--- src/hdl/ccr_params.svh ---
// Summary of operation
// RULE1 - All control registers are eight bits wide
// RULE2 - Page bit selects page zero or one
// RULE3 - Host writes zeros; reserved page bits read zero
// RULE4 - Host reads page bit back after writing
// RULE5 - Reset bit one starts self-clearing reset
// RULE6 - Host leaves reset register low bits unwritten
// RULE7 - ADC field divides reference rate, half steps
// RULE8 - DAC field divides reference rate, same codes
// RULE9 - Host never writes reserved ADC rate codes
// RULE10 - Host sets ADC field equal to DAC
// RULE11 - PLL enable bit, default disabled
// RULE12 - PLL off: reference rate is input/(128*Q)
// RULE13 - Soft reset restores defaults before bit clears; the code restores them on the same edge that clears busy
`ifndef CCR_PARAMS_SVH
`define CCR_PARAMS_SVH

// ****************************************
// Register numbers
// ****************************************
`define CCR_ADDR_PAGE 7'h00
`define CCR_ADDR_RESET 7'h01
`define CCR_ADDR_RATE 7'h02
`define CCR_ADDR_PLL 7'h03

// ****************************************
// Reset values
// ****************************************
`define CCR_RST_PAGE 1'h0
`define CCR_RST_RATE 8'h00
`define CCR_RST_PLL 8'h10
`define CCR_RDATA_ZERO 8'h00

// ****************************************
// Field positions
// ****************************************
`define CCR_PAGE_BIT 0
`define CCR_SWRST_BIT 7
`define CCR_ADC_HI 7
`define CCR_ADC_LO 4
`define CCR_DAC_HI 3
`define CCR_DAC_LO 0
`define CCR_PLL_EN_BIT 7
`define CCR_Q_HI 6
`define CCR_Q_LO 3

// ****************************************
// Divider constants
// ****************************************
`define CCR_REF_DIV 12'h080
`define CCR_Q_CODE_16 4'h0
`define CCR_Q_CODE_17 4'h1
`define CCR_Q_16 5'h10
`define CCR_Q_17 5'h11
`define CCR_RATE_MAX_CODE 4'ha
`define CCR_HALF_STEP 4'h2
`define CCR_CNT_ZERO 12'h000
`define CCR_CNT_ONE 12'h001

`endif

--- src/hdl/ccr_pkg.sv ---
package ccr_pkg;

	typedef enum logic [0:0] {
		CCR_ST_IDLE,
		CCR_ST_CLEAR
	} ccr_state_t;

	typedef struct packed {
		ccr_state_t state;
		logic page;
		logic [7:0] rate;
		logic [7:0] pll;
		logic [7:0] rdata;
		logic busy;
		logic [1:0] div_sync;
		logic div_prev;
		logic [11:0] div_cnt;
		logic ref_tick;
	} ccr_top_st_t;

	typedef struct packed {
		logic [3:0] acc;
		logic tick;
	} ccr_div_st_t;

endpackage

--- src/hdl/ccr_top.sv ---
`include "ccr_params.svh"

module ccr_top (
	input wire logic core_clk,
	input wire logic reset_n,
	input wire logic clk_en,
	input wire logic reg_wr,
	input wire logic reg_rd,
	input wire logic [6:0] reg_addr,
	input wire logic [7:0] reg_wdata,
	output logic [7:0] reg_rdata,
	input wire logic divider_input_clock,
	input wire logic pll_rate_tick,
	output logic active_page,
	output logic pll_enable,
	output logic [3:0] pll_q_code,
	output logic [3:0] adc_rate_code,
	output logic [3:0] dac_rate_code,
	output logic soft_reset_busy,
	output logic reference_sample_rate,
	output logic adc_sample_tick,
	output logic dac_sample_tick
);

	ccr_pkg::ccr_top_st_t st_ff;
	ccr_pkg::ccr_top_st_t nxt_st;
	logic [4:0] q_val;
	logic [11:0] ref_terminal;
	logic div_edge;
	logic soft_clr;

	// ****************************************
	// Register access and soft reset
	// ****************************************
	always_comb
	begin
		nxt_st = st_ff;
		soft_clr = 1'b0;
		nxt_st.div_sync = {st_ff.div_sync[0], divider_input_clock};
		nxt_st.div_prev = st_ff.div_sync[1];
		nxt_st.ref_tick = 1'b0;
		case (st_ff.state)
			ccr_pkg::CCR_ST_IDLE:
			begin
				if (reg_wr)
				begin
					if (reg_addr == `CCR_ADDR_PAGE)
					begin
						nxt_st.page = reg_wdata[`CCR_PAGE_BIT]; // RULE2
					end
					else if (st_ff.page == 1'b0 && reg_addr == `CCR_ADDR_RESET)
					begin
						if (reg_wdata[`CCR_SWRST_BIT])
						begin
							nxt_st.state = ccr_pkg::CCR_ST_CLEAR; // RULE5
							nxt_st.busy = 1'b1;
						end
					end
					else if (st_ff.page == 1'b0 && reg_addr == `CCR_ADDR_RATE)
					begin
						nxt_st.rate = reg_wdata; // RULE7 RULE8
					end
					else if (st_ff.page == 1'b0 && reg_addr == `CCR_ADDR_PLL)
					begin
						nxt_st.pll = reg_wdata; // RULE11
					end
				end
				if (reg_rd)
				begin
					if (reg_addr == `CCR_ADDR_PAGE)
					begin
						// Upper bits always read zero
						nxt_st.rdata = {7'h00, st_ff.page}; // RULE3 RULE4
					end
					else if (st_ff.page == 1'b0 && reg_addr == `CCR_ADDR_RATE)
					begin
						nxt_st.rdata = st_ff.rate; // RULE1
					end
					else if (st_ff.page == 1'b0 && reg_addr == `CCR_ADDR_PLL)
					begin
						nxt_st.rdata = st_ff.pll;
					end
					else
					begin
						// Write-only reset register and unmapped numbers read zero
						nxt_st.rdata = `CCR_RDATA_ZERO;
					end
				end
			end
			ccr_pkg::CCR_ST_CLEAR:
			begin
				// Defaults land on the same edge that drops busy
				soft_clr = 1'b1;
				nxt_st.page = `CCR_RST_PAGE; // RULE13
				nxt_st.rate = `CCR_RST_RATE;
				nxt_st.pll = `CCR_RST_PLL;
				nxt_st.rdata = `CCR_RDATA_ZERO;
				nxt_st.div_cnt = `CCR_CNT_ZERO;
				nxt_st.busy = 1'b0; // RULE5
				nxt_st.state = ccr_pkg::CCR_ST_IDLE;
			end
			default:
			begin
				nxt_st.state = ccr_pkg::CCR_ST_IDLE;
			end
		endcase

		// ****************************************
		// Reference sample rate source
		// ****************************************
		if (st_ff.state == ccr_pkg::CCR_ST_IDLE)
		begin
			if (st_ff.pll[`CCR_PLL_EN_BIT])
			begin
				nxt_st.div_cnt = `CCR_CNT_ZERO;
				nxt_st.ref_tick = pll_rate_tick; // RULE11
			end
			else if (div_edge)
			begin
				if (st_ff.div_cnt >= ref_terminal)
				begin
					nxt_st.div_cnt = `CCR_CNT_ZERO;
					nxt_st.ref_tick = 1'b1; // RULE12
				end
				else
				begin
					nxt_st.div_cnt = st_ff.div_cnt + `CCR_CNT_ONE;
				end
			end
		end
	end

	// Q code decode and count limit of 128*Q input cycles
	always_comb
	begin
		if (st_ff.pll[`CCR_Q_HI:`CCR_Q_LO] == `CCR_Q_CODE_16)
		begin
			q_val = `CCR_Q_16;
		end
		else if (st_ff.pll[`CCR_Q_HI:`CCR_Q_LO] == `CCR_Q_CODE_17)
		begin
			q_val = `CCR_Q_17;
		end
		else
		begin
			q_val = {1'b0, st_ff.pll[`CCR_Q_HI:`CCR_Q_LO]};
		end
		ref_terminal = 12'(q_val * `CCR_REF_DIV) - `CCR_CNT_ONE; // RULE12
	end

	assign div_edge = st_ff.div_sync[1] & ~st_ff.div_prev;

	always_ff @(posedge core_clk or negedge reset_n)
	begin
		if (!reset_n)
		begin
			st_ff.state <= ccr_pkg::CCR_ST_IDLE;
			st_ff.page <= `CCR_RST_PAGE;
			st_ff.rate <= `CCR_RST_RATE;
			st_ff.pll <= `CCR_RST_PLL;
			st_ff.rdata <= `CCR_RDATA_ZERO;
			st_ff.busy <= 1'b0;
			st_ff.div_sync <= 2'h0;
			st_ff.div_prev <= 1'b0;
			st_ff.div_cnt <= `CCR_CNT_ZERO;
			st_ff.ref_tick <= 1'b0;
		end
		else if (clk_en)
		begin
			st_ff <= nxt_st;
		end
	end

	// ****************************************
	// Converter rate dividers
	// ****************************************
	ccr_rate_div u_adc_div (
		.core_clk(core_clk),
		.reset_n(reset_n),
		.clk_en(clk_en),
		.soft_clr(soft_clr),
		.ref_tick(st_ff.ref_tick),
		.rate_code(st_ff.rate[`CCR_ADC_HI:`CCR_ADC_LO]),
		.conv_tick(adc_sample_tick)
	);

	ccr_rate_div u_dac_div (
		.core_clk(core_clk),
		.reset_n(reset_n),
		.clk_en(clk_en),
		.soft_clr(soft_clr),
		.ref_tick(st_ff.ref_tick),
		.rate_code(st_ff.rate[`CCR_DAC_HI:`CCR_DAC_LO]),
		.conv_tick(dac_sample_tick)
	);

	assign reg_rdata = st_ff.rdata;
	assign active_page = st_ff.page;
	assign pll_enable = st_ff.pll[`CCR_PLL_EN_BIT];
	assign pll_q_code = st_ff.pll[`CCR_Q_HI:`CCR_Q_LO];
	assign adc_rate_code = st_ff.rate[`CCR_ADC_HI:`CCR_ADC_LO];
	assign dac_rate_code = st_ff.rate[`CCR_DAC_HI:`CCR_DAC_LO];
	assign soft_reset_busy = st_ff.busy;
	assign reference_sample_rate = st_ff.ref_tick;

endmodule

--- src/hdl/ccr_rate_div.sv ---
`include "ccr_params.svh"

module ccr_rate_div (
	input wire logic core_clk,
	input wire logic reset_n,
	input wire logic clk_en,
	input wire logic soft_clr,
	input wire logic ref_tick,
	input wire logic [3:0] rate_code,
	output logic conv_tick
);

	ccr_pkg::ccr_div_st_t st_ff;
	ccr_pkg::ccr_div_st_t nxt_st;
	logic [3:0] code_lim;
	logic [3:0] div_halves;
	logic [3:0] sum;

	// ****************************************
	// Fractional divide in half steps
	// ****************************************
	always_comb
	begin
		nxt_st = st_ff;
		nxt_st.tick = 1'b0;
		code_lim = (rate_code > `CCR_RATE_MAX_CODE) ? `CCR_RATE_MAX_CODE : rate_code;
		div_halves = code_lim + `CCR_HALF_STEP; // RULE7
		sum = st_ff.acc + `CCR_HALF_STEP;
		if (soft_clr)
		begin
			nxt_st.acc = 4'h0;
		end
		else if (ref_tick)
		begin
			if (sum >= div_halves)
			begin
				nxt_st.acc = sum - div_halves; // RULE8
				nxt_st.tick = 1'b1;
			end
			else
			begin
				nxt_st.acc = sum;
			end
		end
	end

	always_ff @(posedge core_clk or negedge reset_n)
	begin
		if (!reset_n)
		begin
			st_ff <= '0;
		end
		else if (clk_en)
		begin
			st_ff <= nxt_st;
		end
	end

	assign conv_tick = st_ff.tick;

endmodule

--- config.mk ---
export PLATFORM = sky130hd
export DESIGN_NAME = ccr_top
export DESIGN_NICKNAME = d
export VERILOG_FILES = /design/src/hdl/ccr_pkg.sv /design/src/hdl/ccr_top.sv /design/src/hdl/ccr_rate_div.sv
export VERILOG_INCLUDE_DIRS = /design/src /design/src/hdl
export SDC_FILE = /design/constraint.sdc
export NUM_CORES = 1
export LEC_CHECK = 0
export BUFFER_PORTS_ARGS = -buffer_cell sky130_fd_sc_hd__buf_2
export CAP_MARGIN = 20
export CORE_ASPECT_RATIO = 0.5
export CORE_MARGIN = 10
export CORE_UTILIZATION = 35
export DETAILED_ROUTE_END_ITERATION = 10
export GPL_TIMING_DRIVEN = 0
export PLACE_DENSITY = 0.51
export SYNTH_ARGS = -nofsm -noshare
export SYNTH_HDL_FRONTEND = slang
export SYNTH_SLANG_ARGS = --single-unit
--- constraint.sdc ---
create_clock -name core_clk -period 9.7 [get_ports core_clk]
set_clock_uncertainty 0.05 [all_clocks]
set_input_delay 0.485 -clock core_clk [delete_from_list [all_inputs] [get_ports core_clk]]
set_output_delay 0.485 -clock core_clk [all_outputs]
set_load 0.02 [all_outputs]
==> qor.yml, run 1 <==
critical_path:
  arrival_ps: 3710
  start_kind: "flop"
  cp_slowest_cell: "dfstp_2"
  rr_endpoint: "st_ff[11]"
  cp_cell_sequence: "inv_1 -> ha_1 -> a21oi_1 -> a21oi_1 -> a2111oi_0 -> a21oi_1 -> ha_1 -> nand4_1 -> o21ai_0 -> nor4_1 -> buf_2 -> buf_4 -> nand2_1 -> a31oi_1"
  reg2reg_from: "pll_q_code[1]"
  critPathTopFamily: "compound AO/OA/AOI/OAI gates"
  crit_path_max_incr_delay_ps: 600
  endpoint_kind: "flop"
  cp.depth: 14
  cp-endpoint: "st_ff[11]"
  critPathKind: "flop to flop"
  crit_top_cell: "a21oi_1"
  startpoint: "pll_q_code[1]"
  ff2ff_path_depth: 14
  worst-path-buf-inv: 3
  crit_required_ps: 9860
  worstPathMaxFanout: 10
  r2r_slack_ps: 6150
route:
  ant_nets: 0
  drc_errors: 0
  routed_wl_mm: 8.35
  drtPass1Iterations: 5
  via_per_inst: 5.06
  drt-wirelength-per-cell_microns: 15.6
  drt-initial-drc-count: 213
  via_count: 2708
finish:
  area.growth.synth_to_final_pct: 16.5
  stdcell_count: 535
  n_antenna_cell: 0
  final_nets: 444
  fin_util_pct: 42.0
  drive_above_1_share_pct: 26.5
  layout_common_cells: "dfrtp_1 (52), buf_2 (50), o21ai_0 (28), inv_1 (22), nand2_1 (22)"
  final_common_cell: "dfrtp_1"
timing:
  hold_violations: 0
  rsz0062_at_grt: "no"
  period_minus_slack_ps: 3550
  final.setup.tns_ps: 0
  timing.fmax_mhz: 282
  slew_headroom_pct: 42.1
  setup_violations: 0
  slew_violations: 0
  tightest_slew_ps: 863
  holdWs_ps: 63.6
  worst_slack_ps: 6150
  min_period_over_period_pct: 36.6
logic_synthesis:
  async_flop_share_pct: 100
  syn-num-nets: 390
  synth-edff-count: 0
  yosysWarnings: 0
  netlist_instances: 345
  syn_area_per_cell_sq_um: 9.86
  syn_area_sq_mm: 0.00340
  synth_seq_area_share_pct: 39.0
  synth_area_leaders: "dfrtp_1 (38%), ha_1 (7.7%), buf_4 (4.6%), mux2_2 (4.3%), o21ai_0 (4.1%)"
  yosysTopAreaCell: "dfrtp_1"
  synth_seq_cells: 53
  ys.flop_type: "dfrtp_1"
  ys_types: 52
  yosys.area.top_type_share_pct: 38.2
run_status:
  status: "complete, no violations"
placement:
  place_inst: 527
  routabilityCongestion: 0.792
  dpl.hpwl_mm: 6.41
  pre_cts_ws_ps: 6150
  io_buffers: 46
global_route:
  grt_pass1_vias: 2686
  grt_max_degree: 39
  grt_pass1_wl_mm: 14.1
  grt_overflow_total: 0
  track_usage_pct: 11.8
  antenna_found_initial: 0
clocking:
  path_clk_slew_ps: 70
  cts_buffers: 5
  hold_buffers: 0
  clk_latency_ps: 300
  cts_tree: "built"
  htree_levels: 2
  cts-root-buf: "clkbuf_16"
  ctsResizeCount: 0
  clk_path_buf_depth: 2
  cts_sinks: 53
  cts_setup_buffers: 0
flow_run:
  cap_viol_max_count: 0
worst_hold_path:
  min_path_type: "input pin to async pin"
power:
  seq_power_share_pct: 37.9
  leakagePower_nw: 1.91
  irDropWorstVdd_mv: 0.0708
  powerDensity_mw_per_mm2: 186
  p_int_w: 0.000474
  sw_frac_of_total_pct: 35.6
  pwr-share-comb_pct: 37.8
  clkPwrFrac_pct: 24.3
  switchingPower_w: 0.000262
die:
  die_area_sq_mm: 0.0143
  rows: 25
  core_area_sq_mm: 0.00945
  ioPinCount: 48
  die_x_microns: 159
  initial_utilization_pct: 36.0
  die_h_microns: 89.7
-- cell families (layout without fill, tap and decap cells) --
kind of cell             count (synthesis)  in the layout  synth area share (%)
AO/OA/AOI/OAI                           91             91                  17.4
XOR/XNOR                                 8              8                  2.06
AND/OR/NAND/NOR                         94             94                  15.6
multiplexers                            26             26                  9.15
buffers and inverters                   50            105                  7.98
flip-flops                              53             53                  39.0
adder cells (fa/ha/maj)                 23             23                  8.90
-- worst register-to-register path: stages, from the launching register on --
cell and delay [ps]:
dfstp_2 600, inv_1 110, ha_1 220, a21oi_1 130, a21oi_1 80, a2111oi_0 380, a21oi_1 80, ha_1 300
nand4_1 100, o21ai_0 120, nor4_1 540, buf_2 320, buf_4 210, nand2_1 60, a31oi_1 170
-- sequential cells by signal, summed over array words and instances (netlist names), 2 cells and up --
register and cells:
st_ff 17, dac_rate_code 4, adc_rate_code 4, reg_rdata 8, nxt_st 2, u_adc_div.st_ff 4, u_dac_div.st_ff 4, pll_q_code 4
-- final cells by class --
class,count,area [sq um]
Multi-Input combinational cell,242,1800
Inverter,22,82.6
Fill cell,956,5480
Clock inverter,3,17.5
Clock buffer,5,125
Timing Repair Buffer,47,250
Sequential cell,53,1330
Buffer,28,189
Tap cell,135,169
-- layer usage --
layer	track usage, %	share of wire [%]	vias to the layer above
li1	-	-	1346
met1	15.4	48	1319
met2	19.5	48	33
met3	2.64	2.8	10
met4	2.53	0.89	0
met5	0	0	-
-- stage by stage --
| stage | instance area (sq um) | total power (W) |
|---|---|---|
| floorplan | 3400 | 0.000493 |
| global route | 3970 | 0.000795 |
| CTS | 3970 | 0.000745 |
| finish | 3970 | 0.000737 |
| global placement | 3800 | 0.000552 |
| detailed placement | 3820 | 0.000563 |
-- cells in the mapped netlist (4+ instances only) --
cell type and count:
inv_1 22, and2_1 10, ha_1 21, a21o_1 5, a21oi_1 15, mux2_2 13, o21ai_0 28, nor2_1 11
nand2_1 22, a22oi_1 7, mux2i_1 6, xnor2_1 6, nand2b_1 8, nor4_1 4, nand4_1 5, buf_2 4
nor2b_1 6, mux2_4 7, a31oi_1 9, nand3_1 7, dfrtp_1 52, and3_1 5, buf_4 21, a21boi_0 4
-- worst min-delay path by stage --
stage                             start             endpoint  slack (ps)  depth (start not counted)
finish                          reset_n             st_ff[6]          60                          1
global route                    reset_n             st_ff[6]          80                          1
CTS                             reset_n            st_ff[11]          70                          1
detailed placement              reset_n             st_ff[6]         390                          1
global placement    u_adc_div.conv_tick  u_adc_div.conv_tick         420                          1
floorplan                       reset_n          active_page         140                          0
-- power by group through the flow --
stage | combinational [W] | sequential [W] | clock [W]
floorplan | 0.000212 | 0.000281 | 0
global placement | 0.000269 | 0.000283 | 0
detailed placement | 0.000279 | 0.000283 | 0
CTS | 0.000280 | 0.000280 | 0.000185
global route | 0.000313 | 0.000285 | 0.000197
finish | 0.000278 | 0.000279 | 0.000179
Note: power is estimated with default switching activity, not from simulation.
==> run 2: changes to the inputs <==
==> constraint.sdc (replaced) <==
create_clock -name core_clk -period 3.4 [get_ports core_clk]
set_clock_uncertainty 0.05 [all_clocks]
set_input_delay 0.17 -clock core_clk [delete_from_list [all_inputs] [get_ports core_clk]]
set_output_delay 0.17 -clock core_clk [all_outputs]
set_load 0.02 [all_outputs]
==> qor.yml, run 2 (synthesis results as in run 1) <==
finish:
  area.growth.synth_to_final_pct: 18.8  # was 16.5%
  final_common_cell: "dfrtp_1"  # unchanged
  drive_above_1_share_pct: 28.1  # was 26.5%
  top_register: "st_ff"  # unchanged
  n_antenna_cell: 0  # unchanged
  fin_util_pct: 42.8  # was 42.0%
  largest_register_ffs: 17  # unchanged
  final_nets: 450  # was 444
  layout_common_cells: "dfrtp_1 (52), buf_2 (49), o21ai_0 (27), buf_4 (25)"  # was dfrtp_1 (52), buf_2 (50), o21ai_0 (28), inv_1 (22), nand2_1 (22)
timing:
  worst_slack_ps: 83.2  # was 6150 ps
  slew_headroom_pct: 42.6  # was 42.1%
  final.setup.tns_ps: 0  # unchanged
  setup_violations: 0  # unchanged
  tightest_slew_ps: 855  # was 863 ps
  min_period_over_period_pct: 97.6  # was 36.6%
  slew_violations: 0  # unchanged
  period_minus_slack_ps: 3320  # was 3550 ps
  timing.fmax_mhz: 302  # was 282 MHz
  hold_violations: 0  # unchanged
route:
  ant_nets: 0  # unchanged
  drt-initial-drc-count: 223  # was 213
  via_count: 2727  # was 2708
  drtPass1Iterations: 5  # unchanged
  drc_errors: 0  # unchanged
  routed_wl_mm: 8.53  # was 8.35 mm
  drt-wirelength-per-cell_microns: 15.8  # was 15.6 microns
  via_per_inst: 5.04  # was 5.06
global_route:
  grt_max_degree: 39  # unchanged
  track_usage_pct: 11.8  # about the same
  grt_pass1_vias: 2692  # was 2686
  grt_overflow_total: 0  # unchanged
  antenna_found_initial: 0  # unchanged
  grt_pass1_wl_mm: 14.1  # about the same
clocking:
  clk_latency_ps: 300  # about the same
  cts-root-buf: "clkbuf_16"  # unchanged
  path_clk_slew_ps: 70  # about the same
  cts_tree: "built"  # unchanged
  cts_sinks: 53  # unchanged
  clk_path_buf_depth: 2  # unchanged
  htree_levels: 2  # unchanged
  cts_buffers: 5  # unchanged
critical_path:
  crit_required_ps: 3530  # was 9860 ps
  cp_cell_sequence: "inv_1 -> ha_1 -> a21oi_1 -> a21oi_1 -> a2111oi_2 -> a21oi_1 -> ha_1 -> nand4_1 -> nor4_2 -> nor4_2 -> buf_4 -> clkdlybuf4s15_2 -> a21o_1 -> a22o_1"  # was inv_1 -> ha_1 -> a21oi_1 -> a21oi_1 -> a2111oi_0 -> a21oi_1 -> ha_1 -> nand4_1 -> o21ai_0 -> nor4_1 -> buf_2 -> buf_4 -> nand2_1 -> a31oi_1
  worstPathMaxFanout: 5  # was 10
  crit_path_max_incr_delay_ps: 590  # was 600 ps
  arrival_ps: 3450  # was 3710 ps
  crit_top_cell: "a21oi_1"  # unchanged
  endpoint_kind: "flop"  # unchanged
  start_kind: "flop"  # unchanged
  critPathKind: "flop to flop"  # unchanged
  startpoint: "pll_q_code[1]"  # unchanged
  cp_slowest_cell: "dfstp_2"  # unchanged
  reg2reg_from: "pll_q_code[1]"  # unchanged
die:
  die_area_sq_mm: 0.0143  # unchanged
  die_x_microns: 159  # unchanged
  rows: 25  # unchanged
  initial_utilization_pct: 36.0  # unchanged
  die_h_microns: 89.7  # unchanged
  core_area_sq_mm: 0.00945  # unchanged
  ioPinCount: 48  # unchanged
worst_hold_path:
  min_path_type: "input pin to flop"  # was input pin to async pin
  worstHoldStart: "divider_input_clock"
flow_run:
  cap_viol_max_count: 0  # unchanged
placement:
  io_buffers: 46  # unchanged
  routabilityCongestion: 0.792  # unchanged
  pre_cts_ws_ps: -151  # was 6150 ps
  dpl.hpwl_mm: 6.41  # unchanged
power:
  leakagePower_nw: 1.94  # was 1.91 nW
  irDropWorstVdd_mv: 0.202  # was 0.0708 mV
  powerDensity_mw_per_mm2: 523  # was 186 mW/mm^2
  finalPower_w: 0.00212  # was 0.000737 W
run_status:
  status: "complete, no violations"  # unchanged
[run 2: cell types whose count changed in the layout (fill, tap and decap cells not counted)]
cell / before / now
a2111oi_0: 3 / 2
nor4_1: 4 / 2
buf_2: 50 / 49
o21ai_1: 2 / 3
buf_6: 0 / 1
buf_4: 21 / 25
clkdlybuf4s15_2: 0 / 1
a2111oi_2: 0 / 1
o21ai_0: 28 / 27
dlygate4sd3_1: 0 / 1
nor4_2: 1 / 3
[run 2: power by group]
part | switching, W | leakage, nW | internal (W) | total (W)
clock network | 0.000240 | 0.0696 | 0.000271 | 0.000511
logic | 0.000432 | 1.18 | 0.000375 | 0.000807
registers | 0.0000812 | 0.697 | 0.000716 | 0.000797
[run 2: final cells by class]
cell class,instances,area (sq um)
fill,951,5410
buffer,28,195
sequential,53,1330
clock buffer,5,125
timing repair buffer,53,302
inverter,22,82.6
multi-input combinational,242,1820
tap,135,169
clock inverter,3,17.5
[run 2: worst paths after layout]
| check | end | cells after the start | slack, ps |
|---|---|---|---|
| setup / recovery | st_ff[12] | 14 | 80 |
| hold / removal | nxt_st[15] | 2 | 60 |
| setup reg to reg | st_ff[12] | 14 | 80 |
| hold reg to reg | reg_rdata[7] | 2 | 430 |
| max in group asynchronous | pll_q_code[1] | 3 | 2420 |
| min in group asynchronous | st_ff[6] | 2 | 290 |
[run 2: through the flow]
step / hold WS (ps) / cell area, sq um / instances
after floorplan: -176 / 3400 / 345
after detailed placement: 75.9 / 3820 / 527
after CTS: 54.9 / 3980 / 536
after global routing: 72.0 / 4040 / 541
after global placement: 354 / 3800 / 526
final: 57.1 / 4040 / 541
[run 2: repair_timing]
| action | 4_1_cts | 5_1_grt |
|---|---|---|
| gates resized for setup | 1 | 7 |
| hold buffers | 1 | 0 |
| setup buffers | 0 | 4 |
| gates cloned | 0 | 1 |
| endpoints found under the setup margin | 10 | 12 |
| pin swaps | 1 | 1 |
| hold endpoints to repair | 15 | 0 |
[run 2: worst max-delay path: cells and delay by family (launching register included)]
kind	cells	cell delay (ps)
AO/OA/AOI/OAI	6	1040
flip-flops	1	590
buffers and inverters	3	520
adder cells (fa/ha/maj)	2	520
AND/OR/NAND/NOR	3	500
[run 2: layer usage]
layer	track usage [%]	share of wire, %
met1	15.4	48
met2	19.5	49
met3	2.64	2.7
met4	2.53	0.77
met5	0	0
